--- src/design/sadc_defs.svh ---
// Purpose: Constants for the serial converter interface and conversion control.
// Assumes: Included by bare name; the guard keeps double inclusion harmless.
// Notes:   Counts are sized to the counters they are compared against.
`ifndef SADC_DEFS_SVH
`define SADC_DEFS_SVH

// ----------------------------------------------------------------------------
// Widths and sizes
// ----------------------------------------------------------------------------
`define SADC_RES_W       10
`define SADC_CH_W        4
`define SADC_NUM_CH      14
`define SADC_CNT_W       5
`define SADC_IDX_W       4
`define SADC_SYNC_W      3
`define SADC_FIFO_DEPTH  4

// ----------------------------------------------------------------------------
// Shift clock edge counts
// ----------------------------------------------------------------------------
`define SADC_CNT_MAX     5'h1F
`define SADC_CNT_ONE     5'h01
`define SADC_CNT_ZERO    5'h00
`define SADC_ADDR_LAST   5'h03
`define SADC_ADDR_DONE   5'h04
`define SADC_SAMPLE_FALL 5'h04
`define SADC_ZERO_FALL   5'h0A
`define SADC_CONV_FALL   5'h0A

// ----------------------------------------------------------------------------
// Successive approximation
// ----------------------------------------------------------------------------
`define SADC_MSB_IDX     4'h9
`define SADC_LSB_IDX     4'h0
`define SADC_IDX_ONE     4'h1
`define SADC_TRIAL_INIT  10'h200

// ----------------------------------------------------------------------------
// Reset values
// ----------------------------------------------------------------------------
`define SADC_RST_RESULT  10'h000
`define SADC_RST_CHAN    4'h0
`define SADC_RST_SEL     14'h0000
`define SADC_RST_SYNC    3'h7

`endif

--- src/design/sadc_pkg.sv ---
// Purpose: Types shared by the converter control block.
// Assumes: The defs header supplies every width.
// Notes:   State codes are one-hot.
`include "sadc_defs.svh"

package sadc_pkg;

  // --------------------------------------------------------------------------
  // Converter state machine
  // --------------------------------------------------------------------------
  typedef enum logic [3:0] {
    SADC_IDLE   = 4'b0001,
    SADC_SAMPLE = 4'b0010,
    SADC_CONV   = 4'b0100,
    SADC_PUSH   = 4'b1000
  } sadc_state_t;

  // --------------------------------------------------------------------------
  // Complete state of the top module
  // --------------------------------------------------------------------------
  typedef struct packed {
    logic [`SADC_SYNC_W-1:0] cs_sy;
    logic [`SADC_SYNC_W-1:0] ck_sy;
    logic [`SADC_SYNC_W-1:0] ad_sy;
    logic                    cs_f;
    logic                    ck_f;
    logic                    ad_f;
    logic                    cs_prev;
    logic                    ck_prev;
    logic [`SADC_CNT_W-1:0]  rise_cnt;
    logic [`SADC_CNT_W-1:0]  fall_cnt;
    logic [`SADC_CH_W-1:0]   addr_sh;
    logic [`SADC_CH_W-1:0]   chan;
    logic [`SADC_NUM_CH-1:0] chan_sel;
    logic [`SADC_RES_W-1:0]  held;
    logic [`SADC_RES_W-1:0]  shf;
    logic [`SADC_RES_W-1:0]  trial;
    logic [`SADC_IDX_W-1:0]  bit_idx;
    logic                    dout_oe;
    logic                    eoc;
    logic                    sample;
    sadc_state_t             state;
  } sadc_regs_t;

endpackage : sadc_pkg

--- src/design/sadc_ctrl.sv ---
// Purpose: Serial interface and conversion control of a 10-bit successive-approximation converter.
// Assumes: Select, shift clock and address come from another clock domain and are sampled here.
// Notes:   Results pass through a small FIFO before the held result register.
`timescale 1ns/1ps
`include "sadc_defs.svh"

// ----------------------------------------------------------------------------
// Result FIFO
// ----------------------------------------------------------------------------
module sadc_fifo #(
  parameter int WIDTH = `SADC_RES_W,
  parameter int DEPTH = `SADC_FIFO_DEPTH
) (
  // Clock and reset
  input  wire logic             clock,
  input  wire logic             rst,
  // Fill side
  input  wire logic             in_valid,
  output logic                  in_ready,
  input  wire logic [WIDTH-1:0] in_data,
  // Drain side
  output logic                  out_valid,
  input  wire logic             out_ready,
  output logic      [WIDTH-1:0] out_data
);

  // Pointers wrap by width; the count has one extra bit to tell full from empty.
  localparam int PW = $clog2(DEPTH);

  typedef struct packed {
    logic [DEPTH-1:0][WIDTH-1:0] mem;
    logic [PW-1:0]               wr;
    logic [PW-1:0]               rd;
    logic [PW:0]                 cnt;
  } sadc_fifo_regs_t;

  sadc_fifo_regs_t q;
  sadc_fifo_regs_t d;
  logic            push;
  logic            pop;

  // Show-ahead: the head word stands on out_data while out_valid is high.
  assign in_ready  = (q.cnt != DEPTH[PW:0]);
  assign out_valid = (q.cnt != '0);
  assign out_data  = q.mem[q.rd];
  assign push      = in_valid & in_ready;
  assign pop       = out_valid & out_ready;

  always_comb begin
    d = q;
    if (push) begin
      d.mem[q.wr] = in_data;
      d.wr        = q.wr + PW'(1);
    end
    if (pop) begin
      d.rd = q.rd + PW'(1);
    end
    d.cnt = q.cnt + (PW+1)'(push) - (PW+1)'(pop);
  end

  always_ff @(posedge clock) begin
    if (rst) begin
      q <= '0;
    end else begin
      q <= d;
    end
  end

endmodule // sadc_fifo

// ----------------------------------------------------------------------------
// Converter control top
// ----------------------------------------------------------------------------
module sadc_ctrl
  import sadc_pkg::*;
(
  // Clock and reset
  input  wire logic                    clock,
  input  wire logic                    rst,
  // Serial link pins
  input  wire logic                    cs_n,
  input  wire logic                    shift_clk,
  input  wire logic                    addr_in,
  output logic                         dout_o,
  output logic                         dout_oe,
  output logic                         eoc,
  // Analog front end
  output logic [`SADC_NUM_CH-1:0]      chan_sel,
  output logic                         sample_en,
  output logic [`SADC_RES_W-1:0]       dac_code,
  input  wire logic                    cmp_hi
);

  // --------------------------------------------------------------------------
  // Helpers
  // --------------------------------------------------------------------------
  // A high level followed by a low one; swapping the arguments finds a rise.
  function automatic logic fell(input logic prev, input logic now);
    fell = prev & ~now;
  endfunction

  function automatic logic [`SADC_SYNC_W-1:0] shift_in(input logic [`SADC_SYNC_W-1:0] sy, input logic pin);
    shift_in = {sy[`SADC_SYNC_W-2:0], pin};
  endfunction

  // --------------------------------------------------------------------------
  // State
  // --------------------------------------------------------------------------
  sadc_regs_t             q;
  sadc_regs_t             d;
  logic                   active;
  logic                   ck_fall;
  logic                   ck_rise;
  logic                   link_quiet;
  logic                   fifo_in_ready;
  logic                   fifo_out_valid;
  logic                   fifo_pop;
  logic [`SADC_RES_W-1:0] fifo_out_data;
  // Fall count after this cycle's fall, held at the counter's top.
  logic [`SADC_CNT_W-1:0] nf;

  // A new result may enter the held register only outside an active shift-out.
  assign link_quiet = q.cs_f | (q.rise_cnt == `SADC_CNT_ZERO) | (q.fall_cnt >= `SADC_ZERO_FALL);
  assign fifo_pop   = fifo_out_valid & link_quiet;

  // Finished results wait here for a quiet link; a full FIFO holds the converter in SADC_PUSH.
  sadc_fifo #(
    .WIDTH (`SADC_RES_W),
    .DEPTH (`SADC_FIFO_DEPTH)
  ) u_fifo (
    .clock     (clock),
    .rst       (rst),
    .in_valid  (q.state == SADC_PUSH),
    .in_ready  (fifo_in_ready),
    .in_data   (q.trial),
    .out_valid (fifo_out_valid),
    .out_ready (link_quiet),
    .out_data  (fifo_out_data)
  );

  // --------------------------------------------------------------------------
  // Next state
  // --------------------------------------------------------------------------
  always_comb begin
    d       = q;
    nf      = q.fall_cnt;
    active  = ~q.cs_f;
    // Edges count only while select is active.
    ck_fall = active & fell(q.ck_prev, q.ck_f);
    ck_rise = active & fell(q.ck_f, q.ck_prev);

    // Pin synchronisers: a level is taken once the second and third stages agree.
    d.cs_sy = shift_in(q.cs_sy, cs_n);
    d.ck_sy = shift_in(q.ck_sy, shift_clk);
    d.ad_sy = shift_in(q.ad_sy, addr_in);
    if (q.cs_sy[2] == q.cs_sy[1]) begin
      d.cs_f = q.cs_sy[1];
    end
    if (q.ck_sy[2] == q.ck_sy[1]) begin
      d.ck_f = q.ck_sy[1];
    end
    if (q.ad_sy[2] == q.ad_sy[1]) begin
      d.ad_f = q.ad_sy[1];
    end
    d.cs_prev = q.cs_f;
    d.ck_prev = q.ck_f;
    d.dout_oe = active;

    // Select falling restarts the link counters and reloads the MSB.
    if (fell(q.cs_prev, q.cs_f)) begin
      d.rise_cnt = `SADC_CNT_ZERO;
      d.fall_cnt = `SADC_CNT_ZERO;
      d.shf      = q.held;
    end else begin
      // Rises take the address until four bits are in; later rises change nothing.
      if (ck_rise && q.rise_cnt < `SADC_ADDR_DONE) begin
        d.addr_sh  = {q.addr_sh[`SADC_CH_W-2:0], q.ad_f};
        d.rise_cnt = q.rise_cnt + `SADC_CNT_ONE;
        if (q.rise_cnt == `SADC_ADDR_LAST) begin
          d.chan     = {q.addr_sh[`SADC_CH_W-2:0], q.ad_f};
          d.chan_sel = `SADC_RST_SEL;
          if ({q.addr_sh[`SADC_CH_W-2:0], q.ad_f} < `SADC_CH_W'(`SADC_NUM_CH)) begin
            d.chan_sel[{q.addr_sh[`SADC_CH_W-2:0], q.ad_f}] = 1'b1;
          end
        end
      end
      // Falls shift the result out, open sampling on the fourth and start converting on the tenth.
      if (ck_fall) begin
        if (q.fall_cnt != `SADC_CNT_MAX) begin
          nf = q.fall_cnt + `SADC_CNT_ONE;
        end
        d.fall_cnt = nf;
        if (nf >= `SADC_ZERO_FALL) begin
          d.shf = `SADC_RST_RESULT;
        end else begin
          d.shf = {q.shf[`SADC_RES_W-2:0], 1'b0};
        end
        if (nf == `SADC_SAMPLE_FALL && q.state == SADC_IDLE) begin
          d.state  = SADC_SAMPLE;
          d.sample = 1'b1;
        end
        if (nf == `SADC_CONV_FALL && q.state == SADC_SAMPLE) begin
          d.sample  = 1'b0;
          d.eoc     = 1'b0;
          d.state   = SADC_CONV;
          d.trial   = `SADC_TRIAL_INIT;
          d.bit_idx = `SADC_MSB_IDX;
        end
      end
    end

    // Converter state machine on the internal clock.
    case (q.state)
      SADC_IDLE: begin
        // Sampling opens in the same cycle as the step into SADC_SAMPLE.
        d.sample = (d.state == SADC_SAMPLE);
      end
      SADC_SAMPLE: begin
        // The tenth fall moves on to SADC_CONV and so closes the sample window.
        d.sample = (d.state == SADC_SAMPLE);
      end
      SADC_CONV: begin
        // One trial bit per cycle: keep it if the input is at or above the trial code.
        d.trial[q.bit_idx] = cmp_hi;
        if (q.bit_idx == `SADC_LSB_IDX) begin
          d.state = SADC_PUSH;
        end else begin
          d.trial[q.bit_idx - `SADC_IDX_ONE] = 1'b1;
          d.bit_idx                          = q.bit_idx - `SADC_IDX_ONE;
        end
      end
      SADC_PUSH: begin
        // Wait here while the FIFO is full so that no result is lost.
        if (fifo_in_ready) begin
          d.state = SADC_IDLE;
        end
      end
      default: begin
        d.state = SADC_IDLE;
      end
    endcase

    // A completed result becomes the held value and the new shift-out start.
    if (fifo_pop) begin
      d.held = fifo_out_data;
      d.shf  = fifo_out_data;
      d.eoc  = 1'b1;
      // With select still low the counters restart, so the new MSB opens the next transfer.
      if (active) begin
        d.rise_cnt = `SADC_CNT_ZERO;
        d.fall_cnt = `SADC_CNT_ZERO;
      end
    end
  end

  // --------------------------------------------------------------------------
  // Registers
  // --------------------------------------------------------------------------
  always_ff @(posedge clock) begin
    if (rst) begin
      q          <= '0;
      // The select path resets to its idle high level so no false select edge follows reset.
      q.cs_sy    <= `SADC_RST_SYNC;
      q.cs_f     <= 1'b1;
      q.cs_prev  <= 1'b1;
      q.held     <= `SADC_RST_RESULT;
      q.chan     <= `SADC_RST_CHAN;
      q.chan_sel <= `SADC_RST_SEL;
      q.eoc      <= 1'b1;
      q.state    <= SADC_IDLE;
    end else begin
      q <= d;
    end
  end

  // --------------------------------------------------------------------------
  // Outputs
  // --------------------------------------------------------------------------
  // Every output is a register bit, so the pins carry no logic glitches.
  assign dout_o    = q.shf[`SADC_RES_W-1];
  assign dout_oe   = q.dout_oe;
  assign eoc       = q.eoc;
  assign chan_sel  = q.chan_sel;
  assign sample_en = q.sample;
  assign dac_code  = q.trial;

endmodule // sadc_ctrl

--- config.mk ---
export PLATFORM = sky130hd
export DESIGN_NAME = sadc_ctrl
export DESIGN_NICKNAME = d
export VERILOG_FILES = /design/src/design/sadc_pkg.sv /design/src/design/sadc_ctrl.sv
export VERILOG_INCLUDE_DIRS = /design/src /design/src/design
export SDC_FILE = /design/constraint.sdc
export NUM_CORES = 1
export LEC_CHECK = 0
export BUFFER_PORTS_ARGS = -buffer_cell sky130_fd_sc_hd__buf_4
export CAP_MARGIN = 10
export CORE_MARGIN = 2
export CORE_UTILIZATION = 55
export DETAILED_ROUTE_END_ITERATION = 12
export PLACE_DENSITY = 0.75
export REMOVE_ABC_BUFFERS = 1
export SYNTH_ARGS = -nofsm -noshare
export SYNTH_HDL_FRONTEND = slang
export SYNTH_HIERARCHICAL = 1
export SYNTH_SLANG_ARGS = --single-unit
--- constraint.sdc ---
create_clock -name clock -period 2.9 [get_ports clock]
set_input_delay 0.435 -clock clock [delete_from_list [all_inputs] [get_ports clock]]
set_output_delay 0.435 -clock clock [all_outputs]
set_load 0.01 [all_outputs]
==> results of run 1 <==
-- worst reg2reg max path, cell delays in order (launching register included) --
cell and delay, ns:
dfxtp_1 0.31, inv_1 0.09, ha_1 0.15, or4b_2 0.63, nand3_2 0.13, o31a_2 0.18
ha_1 0.13, inv_1 0.05, ha_1 0.19, fa_1 0.41, xnor2_2 0.16, xnor2_1 0.15
nor2_1 0.06
-- power breakdown --
group	leakage, nW	switching (mW)	internal, mW
registers	1.04	0.126	1.86
logic	1.35	0.345	0.311
clock network	0.268	0.730	1.17
-- flip-flops by register name, summed over array words and instances, names as in the netlist, 8 cells and up --
signal / count
dac_code: 10
d: 8
chan_sel: 14
u_fifo/q: 47
q: 46
-- cells by family (layout without fill, tap and decap cells) --
family	Yosys count	after routing	synth area share
AOI/OAI and AO/OA	121	121	0.124
xor gates and xnor gates	6	6	0.00844
buffers and inverters	95	100	0.0786
muxes	56	56	0.111
DFF	129	129	0.415
and+or+nand+nor	267	267	0.230
adders and majority gates	16	16	0.0334
-- area by class of cell --
| class | instances | area share |
|---|---|---|
| sequential | 129 | 0.375 |
| clock inverter | 6 | 0.00436 |
| inverter | 25 | 0.0136 |
| tap | 140 | 0.0255 |
| multi-input combinational | 466 | 0.462 |
| clock buffer | 26 | 0.0725 |
| timing repair buffer | 43 | 0.0469 |
-- Yosys cell counts (3+ instances only) --
cell type  instances  area [sq um]
inv_1             24          90.1
buf_6              4          45.0
buf_1              5          18.8
ha_1              15           188
nor2_1            53           199
or2_2              4          25.0
a31oi_1            5          31.3
nor3_1            26           130
clkbuf_1          31           116
mux4_2            10           225
nand3_1           17          85.1
a21o_1            10          75.1
a32oi_1            3          26.3
clkbuf_2           3          15.0
dfxtp_1          129          2580
nor2b_1           11          68.8
nor4_1             9          56.3
o21bai_1           3          22.5
o22ai_1            5          31.3
xnor2_1            4          35.0
nand2b_1          60           375
nand4_1           12          75.1
o31ai_1            3          22.5
mux2i_1           45           450
nor3b_1            4          30.0
nand2_1           47           176
buf_4             26           195
a211oi_1           3          22.5
a22o_1             3          26.3
a21oi_1           48           240
a311oi_1           9          78.8
o21ai_0           16          80.1
-- stage by stage --
step / total power, mW / std cells / hold WS [ns] / utilization / area [sq um]
2_1_floorplan: 2.46 / 620 / 0.389 / - / 5830
3_3_place_gp: 2.62 / 803 / 0.398 / 0.579 / 6330
3_5_place_dp: 2.64 / 803 / 0.399 / 0.579 / 6330
4_1_cts: 4.55 / 835 / 0.187 / 0.628 / 6860
5_1_grt: 4.74 / 835 / 0.194 / 0.629 / 6880
6_report: 4.54 / 835 / 0.203 / 0.629 / 6880
-- metal layers --
layer / share of wire / global-route usage
met1: 0.47 / 0.303
met2: 0.48 / 0.362
met3: 0.038 / 0.0653
met4: 0.014 / 0.0893
met5: 0 / 0
-- final timing paths --
check / endpoint / slack [ns]
max: u_fifo/q[2] / 0.12
min: d[85] / 0.20
max reg2reg: u_fifo/q[2] / 0.12
min reg2reg: d[86] / 0.41
-- what timing repair did --
action | in CTS | in global routing
hold endpoints to repair | 0 | 0
endpoints found under the setup margin | 0 | 1
gates resized for setup | 0 | 4
==> impl_results.md, run 1 <==
* Share of cells above drive strength 1 at 0.148
* I/O pin count at 34
* Hold path startpoint: cs_n
* CP Class: reg -> reg
* Run status: complete, no violations
* PortBufs at 33
* Gate Count Post-Synth at 690
* Worst Setup Start Kind: flip-flop
* Worst Reg-to-Reg Cells at 12
* Top delay family on crit path: adder cells
* CP endpoint kind: flip-flop
* Seq cells post-synth at 129
* Hpwl dp at 8.80 mm
* Multi-input logic area at 0.00318 sq mm
* VDD IR max at 361 uV
* Worst hold stages at 2
* Num CTS Buffers at 17
* CP Launch Point: q[68]
* Starting Density at 0.569
* Avg WL per Cell at 15.7 um
* Req. time, crit path at 3.17 ns
* Yosys cell types at 67
* Most frequent CP cell: ha_1
* Fillers at 916
* Top FF cell, synth: dfxtp_1
* Cts hold-fix bufs at 0
* Final ANT Viol Nets at 0
* Core area at 0.0109 sq mm
* Most frequent cells in the layout: dfxtp_1, nand2b_1, nor2_1
* Worst-path clk slew at 0.05 ns
* Final period util at 0.958
* Drt drc at 0
* Slew @ Worst Pin at 1.08 ns
* Static Leakage at 2.66 nW
* Synth async-reset ratio at 0
* Gr ovfl total at 0
* Max clock buf depth at 2
* Final Setup Violations at 0
* Number of max-cap violations at 0
* Post-synth EDFFs at 0
* Setup TNS at 0 ns
* Fin. max-slew vios at 0
* CTS tree: done
* Via count at 4828
* Post-CTS Setup Inserts at 0
* Later-pin clock latency in the skew report at 0.42 ns
* Total track usage at 0.231
* Rows at 38
* Min-Delay Path Class: in -> reg
* Largest net degree at the start of global routing at 104
* Clock sinks at 129
* Power Dens Cells at 660 mW/mm^2
* Clock Skews at 0.00608 ns
* Crit path depth at 12
* Area grow syn2layout at 10.6%
* Crit path DAT at 3.04 ns
* Relative slew slack at 0.275
* First-pass iteration count of the detailed router at 5
* Fin nets at 704
* Die height at 110 um
* Peak fanout along the critical path at 3
* H-tree depth at 4
* Drt via density at 5.78
* Hold Fails Final Rpt at 0
* Cell chosen for the clock root: clkbuf_16
* Full die area at 0.0122 sq mm
* Upper clock frequency limit at 0.360 GHz
* Tmin final at 2.78 ns
* Pre-CTS setup slack at 0.0648 ns
* Worst path slowest cell: or4b_2
* Number of antenna violations at the first check in global routing at 0
* First-pass GRT wire length at 21.7 mm
* Commonest non-fill, non-tap cell in the layout: dfxtp_1
* DR iter-0 viols at 301
* GP Congestion at 0.903
* Vias in the first global route at 4573
* Syn Std Cell Area at 0.00622 sq mm
* FF+latch area at 0.00258 sq mm
* CP peak stage delay at 0.63 ns
* RSZ-0062 raised after global routing: no
* Cells along the critical path: inv_1, ha_1, or4b_2, nand3_2, o31a_2, ha_1, inv_1, ha_1, fa_1, xnor2_2, xnor2_1, nor2_1
* DIE WIDTH at 110 um
* Ant diodes at 0
* WL final at 13.1 mm
* Syn avg cell area at 9.02 sq um
* Reg-to-reg startpoint: q[68]
* WP buf/inv at 2
* Synth warn at 6
* Register area share after synthesis at 0.415
* Final worst slack at 0.120 ns
Power figures use the tool's default switching activity.
==> inputs of run 2 (changes only) <==
- CORE_ASPECT_RATIO: unset -> 1.25
==> run 2 against run 1 <==
Design area rose by 0.71%; sequential share of layout area down 0.28 points; utilization down 0.40 points; clock skew about the same; cell count shrank 0.84%; power rose by 5.6%; critical path type unchanged; non-clock buffer count down 2; combinational power fell by 4.4%; clock-buffer cell count down 6; register-to-register slack better by 0.02 ns; largest cell class unchanged; routed wire length shrank 3.0%.
==> impl_results.md, run 2 (synthesized netlist as in run 1, its figures left out) <==
* Net switching power at 1.24 mW
* Die height at 123 um
* DIE WIDTH at 99.2 um
* Max reg flops at 47
* Cell chosen for the clock root: clkbuf_16
* Area grow syn2layout at 11.3%
* PortBufs at 33
* Avg WL per Cell at 15.4 um
* Hold Crit Endpoint: d[85]
* Hold WS at 0.205 ns
* Ant diodes at 0
* Worst-path clk slew at 0.05 ns
* Fin nets at 702
* Worst Setup Start Kind: flip-flop
* Worst hold stages at 2
* Hpwl dp at 8.51 mm
* Number of max-cap violations at 0
* Req. time, crit path at 3.17 ns
* Fillers at 919
* WL final at 12.7 mm
* Min-Delay Path Class: in -> reg
* Final ANT Viol Nets at 0
* Placed cell count at 796
* Upper clock frequency limit at 0.363 GHz
* Static Leakage at 2.66 nW
* Final Setup Violations at 0
* Hold Fails Final Rpt at 0
* Fin. max-slew vios at 0
* Relative slew slack at 0.252
* Number of antenna violations at the first check in global routing at 0
* Top reg by flops: u_fifo/q
* CTS tree: done
* Internal power at 3.56 mW
* Combinational group share of total power at 0.131
* Rows at 43
* Commonest non-fill, non-tap cell in the layout: dfxtp_1
* Worst Reg-to-Reg Cells at 12
* Final period util at 0.951
* FF-to-FF End: u_fifo/q[2]
* Peak fanout along the critical path at 3
* Largest net degree at the start of global routing at 104
* Later-pin clock latency in the skew report at 0.41 ns
* Slew @ Worst Pin at 1.11 ns
* GP Congestion at 0.836
* Clock sinks at 129
* I/O pin count at 34
* Switch share at 0.259
* CP Class: reg -> reg
* Starting Density at 0.562
* Share of cells above drive strength 1 at 0.147
* Final std cells w/o fill at 828
* Full die area at 0.0122 sq mm
* Post-route cell area at 0.00693 sq mm
* Drt drc at 0
* Gr ovfl total at 0
* Clock Skews at 0.00589 ns
* CP endpoint kind: flip-flop
* Num CTS Buffers at 17
* Top flop regs: u_fifo/q (47), q (46), chan_sel (14)
* Power Dens Cells at 692 mW/mm^2
* Total track usage at 0.224
* Hold path startpoint: cs_n
* Final Power at 4.80 mW
* First-pass iteration count of the detailed router at 5
* Run status: complete, no violations
* Final Util at 0.625
* Placed Area at 0.00631 sq mm
* Max clock buf depth at 2
* H-tree depth at 4
* Post-CTS Setup Inserts at 0
* Drt via density at 5.82
* DR iter-0 viols at 281
* VDD IR max at 408 uV
* Most frequent cells in the layout: dfxtp_1, nand2b_1, nor2_1
* Tmin final at 2.76 ns
* Proportion of power drawn by the clock network at 0.457
* Sequential Power Share at 0.413
* Vias in the first global route at 4716
* Reg-to-reg startpoint: q[68]
* Crit path DAT at 3.03 ns
* Via count at 4815
* Core area at 0.0111 sq mm
* First-pass GRT wire length at 22.0 mm
* RSZ-0062 raised after global routing: no
* FF-to-FF setup slack at 0.14 ns
-- run 2: cell types whose count changed in the layout (fill, tap and decap cells not counted), moves of 2 or more --
cell | before | now
clkbuf_1 | 5 | 1
inv_6 | 0 | 2
clkbuf_8 | 4 | 2
clkinv_2 | 6 | 2
clkinvlp_4 | 0 | 4
buf_4 | 43 | 41
bufinv_16 | 0 | 3
-- run 2: repair_timing --
item / 4_1_cts / 5_1_grt
hold buffers: 0 / 0
endpoints found under the setup margin: 0 / 1
gates resized for setup: 0 / 1
-- run 2: stage by stage --
stage	setup TNS, ns	setup slack (ns)
final	0	0.142
after global routing	0	0.0214
after CTS	0	0.0911
after detailed placement	0	0.101
after global placement	0	0.214
after floorplan	-0.0666	-0.0223
-- run 2: worst max path at each step --
stage	startpoint	endpoint	slack [ns]	cells past startpoint
finish	q[68]	u_fifo/q[2]	0.14	12
global route	q[63]	u_fifo/q[2]	0.02	12
CTS	q[63]	u_fifo/q[2]	0.09	12
detailed placement	q[63]	u_fifo/q[2]	0.10	12
global placement	q[63]	u_fifo/q[2]	0.21	12
floorplan	q[3]	u_fifo/q[2]	-0.02	10
-- run 2: layout make-up --
class                   count  area, sq um  share of cell area
flip-flops and latches    129         2580               0.373
inverters                  25         93.8              0.0135
multi-input cells         466         3160               0.457
repair buffers             41          308              0.0444
well taps                 135          169              0.0244
clock buffers              20          457              0.0659
clock inverters            12          156              0.0226
-- run 2: layer usage --
| metal | GRT usage | routed length [um] |
|---|---|---|
| met5 | 0 | 0 |
| met1 | 0.266 | 5480 |
| met3 | 0.0560 | 476 |
| met2 | 0.385 | 6530 |
| met4 | 0.0967 | 238 |
-- run 2: power by group through the flow --
stage | clock [mW] | sequential [mW] | combinational (mW)
6_report | 2.19 | 1.98 | 0.626
5_1_grt | 2.30 | 2.00 | 0.697
4_1_cts | 2.21 | 1.98 | 0.628
3_5_place_dp | 0 | 2.02 | 0.624
3_3_place_gp | 0 | 2.02 | 0.604
2_1_floorplan | 0 | 1.98 | 0.482
-- run 2: worst max-delay path, stage by stage, from the launching register on --
cell	delay, ns
dfxtp_1	0.31
inv_1	0.09
ha_1	0.14
or4b_2	0.63
nand3_1	0.17
o31a_2	0.19
ha_1	0.12
inv_1	0.04
ha_1	0.18
fa_1	0.38
xnor2_1	0.19
xnor2_1	0.14
nor2_1	0.05
